**config.mk**
```make
export PLATFORM = sky130hd
export DESIGN_NAME = hpidc_bank
export DESIGN_NICKNAME = d
export VERILOG_FILES = /design/src/core/hpidc_pkg.sv /design/src/core/hpidc_bank.sv
export SDC_FILE = /design/constraint.sdc
export NUM_CORES = 1
export LEC_CHECK = 0
export BUFFER_PORTS_ARGS = -buffer_cell sky130_fd_sc_hd__buf_4
export CORE_MARGIN = 8
export CORE_UTILIZATION = 28
export DETAILED_ROUTE_END_ITERATION = 8
export HOLD_SLACK_MARGIN = 0.03
export PLACE_DENSITY = 0.54
export SLEW_MARGIN = 20
export SYNTH_ARGS = -nofsm -noshare
export SYNTH_HDL_FRONTEND = slang
export SYNTH_SLANG_ARGS = --single-unit
```
**constraint.sdc**
```tcl
create_clock -name clk -period 6 [get_ports clk]
set_clock_uncertainty 0.2 [all_clocks]
set_input_delay 0.3 -clock clk [delete_from_list [all_inputs] [get_ports clk]]
set_output_delay 0.3 -clock clk [all_outputs]
set_load 0.005 [all_outputs]
```
**src/core/hpidc_pkg.sv**
```systemverilog
// Package of offsets, field positions and reset values for the id/config bank
package hpidc_pkg;
  localparam logic [7:0] HPIDC_OFF_SIGNATURE = 8'h00;
  localparam logic [7:0] HPIDC_OFF_PID_LOW   = 8'h03;
  localparam logic [7:0] HPIDC_OFF_PID_HIGH  = 8'h04;
  localparam logic [7:0] HPIDC_OFF_FEATURE   = 8'h05;
  localparam logic [7:0] HPIDC_SIGNATURE_VAL = 8'h55;
  // Identity defaults are arbitrary neutral values
  localparam logic [7:0] HPIDC_PID_LOW_RST   = 8'h5a;
  localparam logic [7:0] HPIDC_PID_HIGH_RST  = 8'h3c;
  localparam logic [7:0] HPIDC_HS_XOR_MASK   = 8'h02;
  localparam int HPIDC_BIT_STRING = 7;
  localparam int HPIDC_BIT_SERIAL = 6;
  localparam int HPIDC_BIT_LPDIS  = 5;
  localparam int HPIDC_BIT_RSV_HI = 4;
  localparam int HPIDC_BIT_GANG   = 3;
  localparam int HPIDC_BIT_PMOFF  = 2;
  localparam int HPIDC_BIT_RSV_RW = 1;
  localparam int HPIDC_BIT_RSV_LO = 0;
  // Writable bits of the feature byte: 7,6,5,3,2,1
  localparam logic [7:0] HPIDC_FEAT_WMASK = 8'hee;
  localparam logic [7:0] HPIDC_FEAT_RST   = 8'h10;
endpackage

```
**src/core/hpidc_bank.sv**
```systemverilog
// Product id bytes and hub feature configuration register bank
`timescale 1ns/1ps
// Overview of operation
// - The SuperSpeed descriptor reports the low product id byte as stored.
// - The USB 2.0 descriptor reports the low byte XORed with 02h.
// - Both one-time ids nonzero makes id bytes read-only, reading the ids.
// - Bit 7 (default 0) makes the language and string registers writable.
// - Bit 6 (default 0) makes the serial number registers writable.
// - Bit 5 at 1 disables U1/U2 initiation and acceptance on all ports.
// - A forced link power accept allows U1/U2 until reset or disconnect.
// - Bits 5,3,2 load from EEPROM in EEPROM mode, else the host writes them.
// - Bit 3 is captured from the gang strap once the synchronised straps have settled after reset.
// - Gang 0 powers ports one by one; gang 1 drives all from the port-1 pin.
// - Bit 2 comes from the power strap; 1 disables power and overcurrent.
// - Reserved bit 4 is read-only and reads 1.
// - Reserved bit 0 is read-only and reads 0.
// - An EEPROM load is aborted unless its first byte equals 55h.
module hpidc_bank
  import hpidc_pkg::*;
#(
  parameter int NPORT = 2
) (
  input  wire logic             clk,
  input  wire logic             rstn,
  input  wire logic             eeprom_mode,
  input  wire logic             wr_en,
  input  wire logic [7:0]       wr_addr,
  input  wire logic [7:0]       wr_data,
  input  wire logic             ee_en,
  input  wire logic [7:0]       ee_addr,
  input  wire logic [7:0]       ee_data,
  input  wire logic [7:0]       rd_addr,
  output logic [7:0]            rd_data,
  input  wire logic [15:0]      otp_vid,
  input  wire logic [15:0]      otp_pid,
  input  wire logic             gang_select_strap_pin,
  input  wire logic             power_mgmt_strap_pin,
  input  wire logic             force_lpm_accept_seen,
  input  wire logic             upstream_disconnect,
  input  wire logic [NPORT-1:0] port_power_req,
  output logic [7:0]            ss_pid_low,
  output logic [7:0]            hs_pid_low,
  output logic [7:0]            pid_high,
  output logic                  string_write_enable,
  output logic                  serial_write_enable,
  output logic                  u1u2_allowed,
  output logic                  overcurrent_report_en,
  output logic [NPORT-1:0]      port_power_control_pins
);
  import hpidc_pkg::*;

  // Gang logic is laid out for at most eight ports
  if (NPORT < 1 || NPORT > 8) begin : g_nport_check
    $error("NPORT out of range");
  end

  logic [7:0] pid_low_reg, pid_high_reg, feat_reg;
  logic [2:0] gang_sync_reg, pm_sync_reg;
  logic [2:0] strap_fill_reg;
  logic       strap_pending_reg;
  logic       flpma_reg;
  logic       sig_ok_reg;
  logic       ee_first_seen_reg;
  logic [7:0] rd_next;

  // Strap pins cross in through three flops; second and third must agree
  always_ff @(posedge clk or negedge rstn) begin
    if (!rstn) begin
      gang_sync_reg  <= 3'h0;
      pm_sync_reg    <= 3'h0;
      strap_fill_reg <= 3'h0;
    end else begin
      gang_sync_reg  <= {gang_sync_reg[1:0], gang_select_strap_pin};
      pm_sync_reg    <= {pm_sync_reg[1:0], power_mgmt_strap_pin};
      strap_fill_reg <= {strap_fill_reg[1:0], 1'b1};
    end
  end

  // Capture waits until both straps have settled after release
  wire straps_stable = (gang_sync_reg[1] == gang_sync_reg[2]) &&
                       (pm_sync_reg[1] == pm_sync_reg[2]);
  // Chain reset zeros look settled too, so wait until it has filled
  wire strap_take = strap_pending_reg && strap_fill_reg[2] &&
                    straps_stable && ee_first_seen_reg == 1'b0;

  wire otp_override = (otp_vid != 16'h0000) && (otp_pid != 16'h0000);

  // EEPROM byte at offset 0 decides whether later bytes are taken
  wire ee_sig_byte = eeprom_mode && ee_en && ee_addr == HPIDC_OFF_SIGNATURE;
  wire ee_load = eeprom_mode && ee_en && sig_ok_reg;
  wire host_wr = !eeprom_mode && wr_en;
  wire        any_wr   = ee_load || host_wr;
  wire [7:0]  w_addr   = ee_load ? ee_addr : wr_addr;
  wire [7:0]  w_data   = ee_load ? ee_data : wr_data;
  wire wr_pid_low  = any_wr && w_addr == HPIDC_OFF_PID_LOW && !otp_override;
  wire wr_pid_high = any_wr && w_addr == HPIDC_OFF_PID_HIGH && !otp_override;
  wire wr_feat     = any_wr && w_addr == HPIDC_OFF_FEATURE;
  // Read-only bits keep their stored value on write
  wire [7:0] feat_merge = (w_data & HPIDC_FEAT_WMASK) |
                          (feat_reg & ~HPIDC_FEAT_WMASK);

  always_ff @(posedge clk or negedge rstn) begin
    if (!rstn) begin
      pid_low_reg  <= HPIDC_PID_LOW_RST;
      pid_high_reg <= HPIDC_PID_HIGH_RST;
    end else begin
      if (wr_pid_low) begin
        pid_low_reg <= w_data;
      end
      if (wr_pid_high) begin
        pid_high_reg <= w_data;
      end
    end
  end

  always_ff @(posedge clk or negedge rstn) begin
    if (!rstn) begin
      feat_reg          <= HPIDC_FEAT_RST;
      strap_pending_reg <= 1'b1;
    end else if (wr_feat) begin
      feat_reg          <= feat_merge;
      strap_pending_reg <= 1'b0;
    end else if (strap_take) begin
      feat_reg[HPIDC_BIT_GANG]  <= gang_sync_reg[2];
      feat_reg[HPIDC_BIT_PMOFF] <= pm_sync_reg[2];
      strap_pending_reg         <= 1'b0;
    end
  end

  always_ff @(posedge clk or negedge rstn) begin
    if (!rstn) begin
      sig_ok_reg        <= 1'b0;
      ee_first_seen_reg <= 1'b0;
    end else if (ee_sig_byte) begin
      sig_ok_reg        <= (ee_data == HPIDC_SIGNATURE_VAL);
      ee_first_seen_reg <= 1'b1;
    end
  end

  // Sticky until reset or upstream disconnect; the event wins a tie
  always_ff @(posedge clk or negedge rstn) begin
    if (!rstn) begin
      flpma_reg <= 1'b0;
    end else if (force_lpm_accept_seen) begin
      flpma_reg <= 1'b1;
    end else if (upstream_disconnect) begin
      flpma_reg <= 1'b0;
    end
  end

  wire [7:0] pid_low_view  = otp_override ? otp_pid[7:0]  : pid_low_reg;
  wire [7:0] pid_high_view = otp_override ? otp_pid[15:8] : pid_high_reg;
  wire [7:0] feat_view = {feat_reg[7:5], 1'b1,
                          feat_reg[3:1], 1'b0};

  always_comb begin
    unique case (rd_addr)
      HPIDC_OFF_PID_LOW:  rd_next = pid_low_view;
      HPIDC_OFF_PID_HIGH: rd_next = pid_high_view;
      HPIDC_OFF_FEATURE:  rd_next = feat_view;
      default:            rd_next = 8'h00;
    endcase
  end

  wire pm_on = !feat_reg[HPIDC_BIT_PMOFF];
  wire ganged = feat_reg[HPIDC_BIT_GANG];
  wire [NPORT-1:0] pwr_next;
  genvar gi;
  generate
    for (gi = 0; gi < NPORT; gi++) begin : g_pwr
      // Ganged hub powers all from the port-1 pin, which asserts on any request
      if (gi == 0) begin : g_first
        assign pwr_next[gi] = pm_on &&
          (ganged ? |port_power_req : port_power_req[gi]);
      end else begin : g_rest
        assign pwr_next[gi] = pm_on && !ganged && port_power_req[gi];
      end
    end
  endgenerate

  always_ff @(posedge clk or negedge rstn) begin
    if (!rstn) begin
      rd_data                 <= 8'h00;
      ss_pid_low              <= 8'h00;
      hs_pid_low              <= 8'h00;
      pid_high                <= 8'h00;
      string_write_enable     <= 1'b0;
      serial_write_enable     <= 1'b0;
      u1u2_allowed            <= 1'b0;
      overcurrent_report_en   <= 1'b0;
      port_power_control_pins <= '0;
    end else begin
      rd_data                 <= rd_next;
      ss_pid_low              <= pid_low_view;
      hs_pid_low              <= pid_low_view ^ HPIDC_HS_XOR_MASK;
      pid_high                <= pid_high_view;
      string_write_enable     <= feat_reg[HPIDC_BIT_STRING];
      serial_write_enable     <= feat_reg[HPIDC_BIT_SERIAL];
      u1u2_allowed            <= !feat_reg[HPIDC_BIT_LPDIS] ||
                                 flpma_reg;
      overcurrent_report_en   <= pm_on;
      port_power_control_pins <= pwr_next;
    end
  end

  property p_hs_xor;
    @(posedge clk) disable iff (!rstn)
      1'b1 |=> hs_pid_low == (ss_pid_low ^ 8'h02);
  endproperty
  a_hs_xor: assert property (p_hs_xor) else $error("hs id mismatch");

  property p_ss_pid;
    @(posedge clk) disable iff (!rstn)
      1'b1 |=> ss_pid_low == $past(pid_low_view);
  endproperty
  a_ss_pid: assert property (p_ss_pid) else $error("ss id wrong");

  property p_otp_hold;
    @(posedge clk) disable iff (!rstn)
      otp_override |=> pid_low_reg == $past(pid_low_reg);
  endproperty
  a_otp_hold: assert property (p_otp_hold)
    else $error("otp write taken");

  property p_rsv_hi;
    @(posedge clk) disable iff (!rstn)
      rd_addr == HPIDC_OFF_FEATURE |=> rd_data[4] && !rd_data[0];
  endproperty
  a_rsv_hi: assert property (p_rsv_hi)
    else $error("reserved bits");

  property p_lp_dis;
    @(posedge clk) disable iff (!rstn)
      feat_reg[HPIDC_BIT_LPDIS] && !flpma_reg ##1 feat_reg[HPIDC_BIT_LPDIS] &&
        !flpma_reg |-> !u1u2_allowed;
  endproperty
  a_lp_dis: assert property (p_lp_dis) else $error("u1u2 not off");

  property p_flpma;
    @(posedge clk) disable iff (!rstn)
      force_lpm_accept_seen |=> ##1 u1u2_allowed;
  endproperty
  a_flpma: assert property (p_flpma) else $error("flpma ignored");

  property p_sig_bad;
    @(posedge clk) disable iff (!rstn)
      ee_sig_byte && ee_data != 8'h55 |=> !sig_ok_reg;
  endproperty
  a_sig_bad: assert property (p_sig_bad) else $error("bad sig loads");

  property p_host_ee;
    @(posedge clk) disable iff (!rstn)
      eeprom_mode && !ee_en |=> $stable(feat_reg) || $past(strap_take);
  endproperty
  a_host_ee: assert property (p_host_ee)
    else $error("host wrote in ee");

  property p_gang;
    @(posedge clk) disable iff (!rstn)
      ganged && pm_on && $stable(ganged) |=> port_power_control_pins[0] ==
        $past(|port_power_req);
  endproperty
  a_gang: assert property (p_gang) else $error("gang power");

  property p_str_en;
    @(posedge clk) disable iff (!rstn)
      1'b1 |=> string_write_enable == $past(feat_reg[7]) &&
        serial_write_enable == $past(feat_reg[6]);
  endproperty
  a_str_en: assert property (p_str_en)
    else $error("write enable");
endmodule // hpidc_bank

```
---- Word level (Yosys, flattened, before mapping) ----
Index checks and enable logic that the tools add are counted.
operators by class
  $add $sub $neg .......................... 0
  $mul .................................... 0
  div/mod/pow operators ................... 0
  magnitude comparators ................... 0
  equality and inequality tests ........... 9
  shift-type cells ........................ 0
  multiplexer cells ....................... 12
  bitwise operators ....................... 3
  reduce and logical (&&, ||, !) cells .... 30
operators by type and width
  cell                  number
  $eq A8 B3 Y1 const B  4
  $mux W8               4
  $reduce_bool A16 Y1   2
  $pmux W8 S3           1
  $logic_and A1 B1 Y1   17
  $eq A8 B2 Y1 const B  2
  $eq A8 B7 Y1 const B  1
  $logic_not A8 Y1      1
  $or A8 B5 Y8          1
  $logic_not A1 Y1      5
  $mux W1               5
  $mux W2               2
  $reduce_bool A2 Y1    2
  $eq A1 B1 Y1          2
  $logic_or A1 B1 Y1    2
  $not A1 Y1            2
  $reduce_or A2 Y1      1
word-level totals
  bits in registers ....................... 75
  latch bits .............................. 0
  bits in writable memories ............... 0
  memory bits (read-only) ................. 0
  input bits .............................. 83
  output and inout bits ................... 38
  word-level logic and storage cells ...... 74
  memories kept ........................... 0

---- Depth between registers and ports, before layout ----
Gate-level depths: netlist of the first run.
  word-level depth ........................ 6
  depth in mapped cells ................... 7
  depth with buffers taken out ............ 5

---- Worst setup path after synthesis of the first run ----
OpenSTA, ideal clock, no wires.
  path type ............................... input -> register
  start point ............................. input otp_vid[14]
  end point ............................... register rd_data[4]
  setup time .............................. 0.122 ns
  data arrival time ....................... 1.704 ns
  required time ........................... 5.678 ns
  slack ................................... 3.974 ns
  cell stages on the path ................. 5
  buffers on the path ..................... 0
  path through ............................ nor4_2 nand4_2 nand2_2 mux2_2 a32o_1
on the way
  cells in the longest elaborated chain, start to end .. 4
  elaborated cells on any way between the ends .. 5
  classes of those cells .................. mux (3); reduce/logical (2)
ends and longest elaborated chain
  item                  RTL line           text
  from (decl)           hpidc_bank.sv:34   input wire logic [15:0] otp_vid,
  $reduce_bool A16 Y1   hpidc_bank.sv:86   wire otp_override = (otp_vid != 16'h0000) && (otp_pid != 16'h0000);
  $logic_and A1 B1 Y1   hpidc_bank.sv:86
  $mux W8               hpidc_bank.sv:151  wire [7:0] pid_low_view = otp_override ? otp_pid[7:0] : pid_low_reg;
  net pid_low_view[4]   hpidc_bank.sv:151
  $pmux W8 S3           hpidc_bank.sv:157  unique case (rd_addr)
  net rd_next[4]        hpidc_bank.sv:64   logic [7:0] rd_next;
  to (signal assigned)  hpidc_bank.sv:193  rd_data <= rd_next;
  to (decl)             hpidc_bank.sv:33   output logic [7:0] rd_data,
The timed path passes the listed nets, and every way through them passes these cells.
A chain may end at the register's enable or synchronous reset.

---- Worst setup path in the final report of the first run ----
  start point ............................. input otp_vid[13]
  end point ............................... register rd_data[4]
Same word-level chain as after synthesis.

==> flow_summary_export.csv, run 1 <==
group,metric,value,unit
clock_network,cts_buffers,9,
yosys,ys_types,54,
floorplanning,ios,121,
timing,rsz0062_at_grt,"false",
hold_path,min_path_cells,2,
timing,hold_violations,0,
detailed_routing,antenna_left,0,
detailed_routing,vias,2375,
clock_network,root_buffer,"clkbuf_8",
floorplanning,die_x,121,um
timing,period_needed,2.32,ns
critical_path,critical_path_required,6.02,ns
critical_path,reg2reg_from,"sig_ok_reg$_DFFE_PN0P_",
global_route,grt_max_degree,67,
critical_path,cp-start-kind,"input port",
detailed_routing,wirelength,8730,um
timing,finalCritPeriodShare,38.6,%
pwr,cellPowerDensity,227,nW/um2
finish,area_growth,41.6,%
yosys,yosysSeqAreaShare,53.9,%
yosys,synth_area_leader_cell,"dfrtp_1",
finish,drive_gt1_share,49.5,%
hold_path,hold_class,"in2reg",
yosys,syn-cell-area,3090,um2
hold_path,worstHoldStart,"otp_pid[1]",
global_route,grt_pass1_vias,2675,
finish,fillers,1051,
placement,dp_slack,3.40,ns
timing,timing.fmax,432,MHz
timing,drv_slew,0,
yosys,synthMuxAreaShare,13.0,%
critical_path,r2r_slack,3.70,ns
finish,antennaDiodeCount,0,
pwr,p_leak,2.07,nW
timing,finalSetupViolations,0,
finish,largest_reg_flops,16,
floorplanning,die-height,121,um
critical_path,cp_data_arrival_time,2.33,ns
yosys,synth_top_family_by_area,"simple AND/OR/NAND/NOR gates",
yosys,synthAdderAreaFrac,0,%
run,maxCapViolCount,0,
clock_network,clock_latency,0.33,ns
floorplanning,die_area,14600,um2
detailed_routing,wire_per_inst,16.7,um
placement,dpl.hpwl,7050,um
pwr,vdd_drop_max,0.112,mV
detailed_routing,drtIter0Drc,64,
finish,seq_area,1660,um2
yosys,yosysTopAreaCellShare,46.2,%
floorplanning,num_rows,38,
timing,max_slew_margin,45.7,%
clock_network,clock_path_buffers,2,
detailed_routing,first_pass_iters,4,
yosys,synthCells,252,
yosys,synth_common_cells,"dfrtp_1, nand2_1, mux2_2, inv_1, mux2i_1",
clock_network,cts.repair.resized,0,
yosys,synth_seq_cells,66,
yosys,yosys-top-cells-area,"dfrtp_1, dfstp_2, mux2_2, mux2i_1, nand2_1",
critical_path,cp-startpoint,"otp_vid[13]",
yosys,synthXorXnorAreaFrac,0.568,%
critical_path,critical_path_class,"in2reg",
yosys,async_flop_share,100,%
timing,setup_tns,0,ns
yosys,syn_nets,335,
critical_path,crit_path_end_kind,"flip-flop",
finish,multi_input_area,1280,um2
finish,fin_util,40.5,%
clock_network,cts_max_level,3,
critical_path,r2r_cells,5,
pwr,p_total,0.990,mW
placement,portBuffers,120,
clock_network,path_clk_slew,0.07,ns
global_route,grt-ovfl-total,0,
yosys,synth_area_per_cell,12.2,um2
yosys,yosysWarnings,0,
finish,layout.nets,462,
yosys,synth_edf_count,0,
yosys,synthSimpleGateAreaFrac,20.0,%
detailed_routing,drc,0,
outcome,status,"complete, no violations",
floorplanning,core_area,10800,um2
yosys,synthFlopType,"dfrtp_1",
detailed_routing,avgViaCountPerCell,4.53,
clock_network,clock_sinks,66,
global_route,antenna_found_initial,0,
yosys,synth.most_common_cell,"dfrtp_1",
global_route,grt_pass1_wl,14000,um
floorplanning,initial_utilization,28.6,%
timing,setup_ws,3.68,ns
yosys,synth_compound_area_share,7.79,%
critical_path,crit_fanout,19,
placement,gp_congestion,0.814,
timing,worst_pin_slew,0.815,ns
clock_network,cts_tree,"done",
global_route,track_usage,12.2,%
==> worst paths after layout <==
path,to
worst max register to register,feat_reg[1]$_DFFE_PN0P_
max in group asynchronous,pid_high[4]$_DFF_PN0_
worst max-delay path,rd_data[4]$_DFF_PN0_
worst min-delay path,hs_pid_low[1]$_DFF_PN0_
min in group asynchronous,pid_high[1]$_DFF_PN0_
worst min register to register,pm_sync_reg[1]$_DFF_PN0_
==> cells in the final DEF (no fill, tap or decap), types with 4 or more instances in the layout <==
master	instances
buf_4	120
dfrtp_1	57
nand2_1	29
mux2_2	17
inv_1	14
mux2i_1	12
clkbuf_8	10
nand3_1	9
dfstp_2	9
o21ai_0	8
dlygate4sd3_1	8
nor2_1	6
mux2_4	6
nor4_2	4
nor4_4	4
o211ai_1	4
==> logic make-up (layout without fill, tap and decap cells) <==
kind of cell              Yosys count  count (layout)
AOI/OAI and AO/OA                  32              32
xor gates and xnor gates            2               2
buffers and inverters              26             158
DFF                                66              66
muxes                              35              35
other                               1               1
and+or+nand+nor                    90              90
==> critical path: stages <==
cell and delay (ns):
buf_4 0.11, nor4_2 0.37, nand4_2 0.36, nand2_2 0.50, mux2_2 0.42, a32o_1 0.26
==> timing repair <==
| item | CTS | global route |
|---|---|---|
| hold endpoints to repair | 62 | 0 |
| setup buffers | 0 | 0 |
| hold buffers | 8 | 0 |
==> routing by layer <==
layer,vias to the layer above,global-route usage (%),part of all wire [%]
li1,1165,-,-
met1,1101,15.9,46
met2,95,18.4,45
met3,14,4.37,8.0
met4,0,3.98,1.4
met5,-,0,0
==> stage by stage <==
step	instance area (um2)	cells	hold WS, ns
3_3_place_gp	4070	500	0.131
3_5_place_dp	4070	500	0.138
4_1_cts	4370	524	0.0381
6_report	4370	524	0.0532
5_1_grt	4370	524	0.0455
2_1_floorplan	3090	252	-0.196
==> final cells by class <==
class                           count  share of cell area [%]
Clock buffer                       11                    3.24
Clock inverter                      5                    1.77
Inverter                           14                    1.20
Multi-Input combinational cell    160                    29.3
Sequential cell                    66                    38.0
Tap cell                          140                    4.01
Timing Repair Buffer              128                    22.4
==> where the power goes <==
group	switching (mW)	internal [mW]
Clock	0.166	0.244
Combinational	0.0508	0.0643
Sequential	0.00659	0.458
Total	0.223	0.767
(Power assumes the default switching activity.)
==> inputs of run 2 (changes only) <==
==> constraint.sdc (replaced) <==
create_clock -name clk -period 2.3 [get_ports clk]
set_clock_uncertainty 0.2 [all_clocks]
set_input_delay 0.115 -clock clk [delete_from_list [all_inputs] [get_ports clk]]
set_output_delay 0.115 -clock clk [all_outputs]
set_load 0.005 [all_outputs]
==> run 2 against run 1 <==
Effect of this change:
- sequential power increased to 2.6 times the previous value
- global-route usage is 0.14 points higher
- routed wire length rose by 2.7%
- via count up 8.0%
- setup slack lost 3.6 ns
- final cell count up 9.2%
- total power rose to 2.7 times the previous value
- sequential cell count stayed put
- hold slack worse by 0.0037 ns
==> flow_summary_export.csv, run 2 (same netlist as run 1, synthesis figures left out) <==
group,metric,value,unit
outcome,status,"complete, no violations",
global_route,grt-ovfl-total,0,
clock_network,clock_latency,0.33,ns
floorplanning,die_x,121,um
timing,worst_pin_slew,0.815,ns
timing,timing.fmax,454,MHz
global_route,antenna_found_initial,0,
detailed_routing,vias,2564,
global_route,grt_pass1_vias,2810,
clock_network,clock_path_buffers,2,
global_route,grt_max_degree,67,
timing,max_slew_margin,45.7,%
timing,setup_tns,0,ns
timing,hold_violations,0,
floorplanning,initial_utilization,28.6,%
finish,drive_gt1_share,46.3,%
finish,final_common_cell,"buf_4",
critical_path,crit_path_end_kind,"flip-flop",
finish,final_cell_mix,"buf_4, dfrtp_1, dlygate4sd3_1, nand2_1, mux2_2",
floorplanning,ios,121,
global_route,track_usage,12.3,%
finish,largest_reg_flops,16,
hold_path,hold_class,"in2reg",
placement,gp_congestion,0.773,
timing,rsz0062_at_grt,"false",
pwr,p_total,2.66,mW
clock_network,path_clk_slew,0.07,ns
timing,finalCritPeriodShare,95.7,%
detailed_routing,antenna_left,0,
detailed_routing,wirelength,8960,um
critical_path,crit_fanout,8,
clock_network,clock_sinks,66,
detailed_routing,wire_per_inst,15.7,um
detailed_routing,drc,0,
critical_path,cp_data_arrival_time,2.21,ns
detailed_routing,avgViaCountPerCell,4.48,
global_route,grt_pass1_wl,14500,um
pwr,vdd_drop_max,0.279,mV
placement,dpl.hpwl,7080,um
floorplanning,die-height,121,um
critical_path,critical_path_class,"in2reg",
run,maxCapViolCount,0,
finish,area_growth,57.8,%
finish,antennaDiodeCount,0,
clock_network,cts_buffers,9,
detailed_routing,drtIter0Drc,91,
critical_path,critical_path_required,2.31,ns
clock_network,cts_max_level,3,
critical_path,cp-start-kind,"input port",
floorplanning,die_area,14600,um2
placement,portBuffers,120,
timing,finalSetupViolations,0,
pwr,cellPowerDensity,546,nW/um2
clock_network,root_buffer,"clkbuf_8",
clock_network,cts_tree,"done",
detailed_routing,first_pass_iters,4,
finish,layout.nets,510,
floorplanning,num_rows,38,
pwr,p_leak,2.30,nW
timing,drv_slew,0,
timing,period_needed,2.20,ns
floorplanning,core_area,10800,um2
run 2: report_power, final:
group          leakage [nW]  switching (mW)  internal (mW)
combinational          1.38           0.143          0.217
clock                 0.111           0.412          0.672
sequential            0.801          0.0177           1.20
run 2: per-layer routing:
layer	vias to the layer above	wire [um]	global-route usage (%)
li1	1252	-	-
met4	0	122	3.59
met5	-	0	0
met2	99	4190	19.0
met3	10	696	4.23
met1	1203	3950	16.0
run 2: final timing paths:
kind                            slack [ns]  cells after the start                     endpoint                         from
worst max register to register        0.12                      6      feat_reg[1]$_DFFE_PN0P_       sig_ok_reg$_DFFE_PN0P_
min in group asynchronous             0.23                      2       sig_ok_reg$_DFFE_PN0P_                         rstn
max in group asynchronous             1.16                      2      hs_pid_low[6]$_DFF_PN0_                         rstn
worst min register to register        0.15                      0  strap_fill_reg[1]$_DFF_PN0_  strap_fill_reg[0]$_DFF_PN0_
worst max-delay path                   0.1                      8      feat_reg[1]$_DFFE_PN0P_                  eeprom_mode
worst min-delay path                  0.05                      3         rd_data[4]$_DFF_PN0_                   rd_addr[2]
run 2: area by class of cell:
type                       count  area, um2
inverter                      14       52.6
multi-input combinational    160       1320
timing repair buffer         176       1440
sequential                    66       1660
fill                        1022       5920
clock inverter                 2       60.1
clock buffer                  14        163
tap                          140        175
run 2: timing repair:
item	4_1_cts	5_1_grt
gates resized for setup	0	6
setup endpoints to repair	0	16
hold buffers	48	0
setup buffers	0	3
endpoints found under the hold margin	109	0
run 2: per-stage QoR:
| stage | cell area, um2 | hold slack [ns] | utilization, % | setup WS [ns] | cells |
|---|---|---|---|---|---|
| finish | 4870 | 0.0495 | 45.1 | 0.0994 | 572 |
| detailed placement | 4120 | 0.0266 | 38.1 | 0.192 | 506 |
| CTS | 4820 | 0.0325 | 44.7 | 0.0109 | 570 |
| floorplan | 3090 | -0.381 | - | 0.362 | 252 |
| global placement | 4120 | 0.0242 | 38.1 | 0.207 | 506 |
| global route | 4870 | 0.0377 | 45.1 | 0.00308 | 572 |
run 2: critical path, stage by stage:
cell	delay, ns
dlygate4sd3_1	0.53
buf_4	0.16
and3_1	0.21
buf_4	0.18
nand2_1	0.08
nand2_1	0.08
dlygate4sd3_1	0.58
mux2_2	0.26
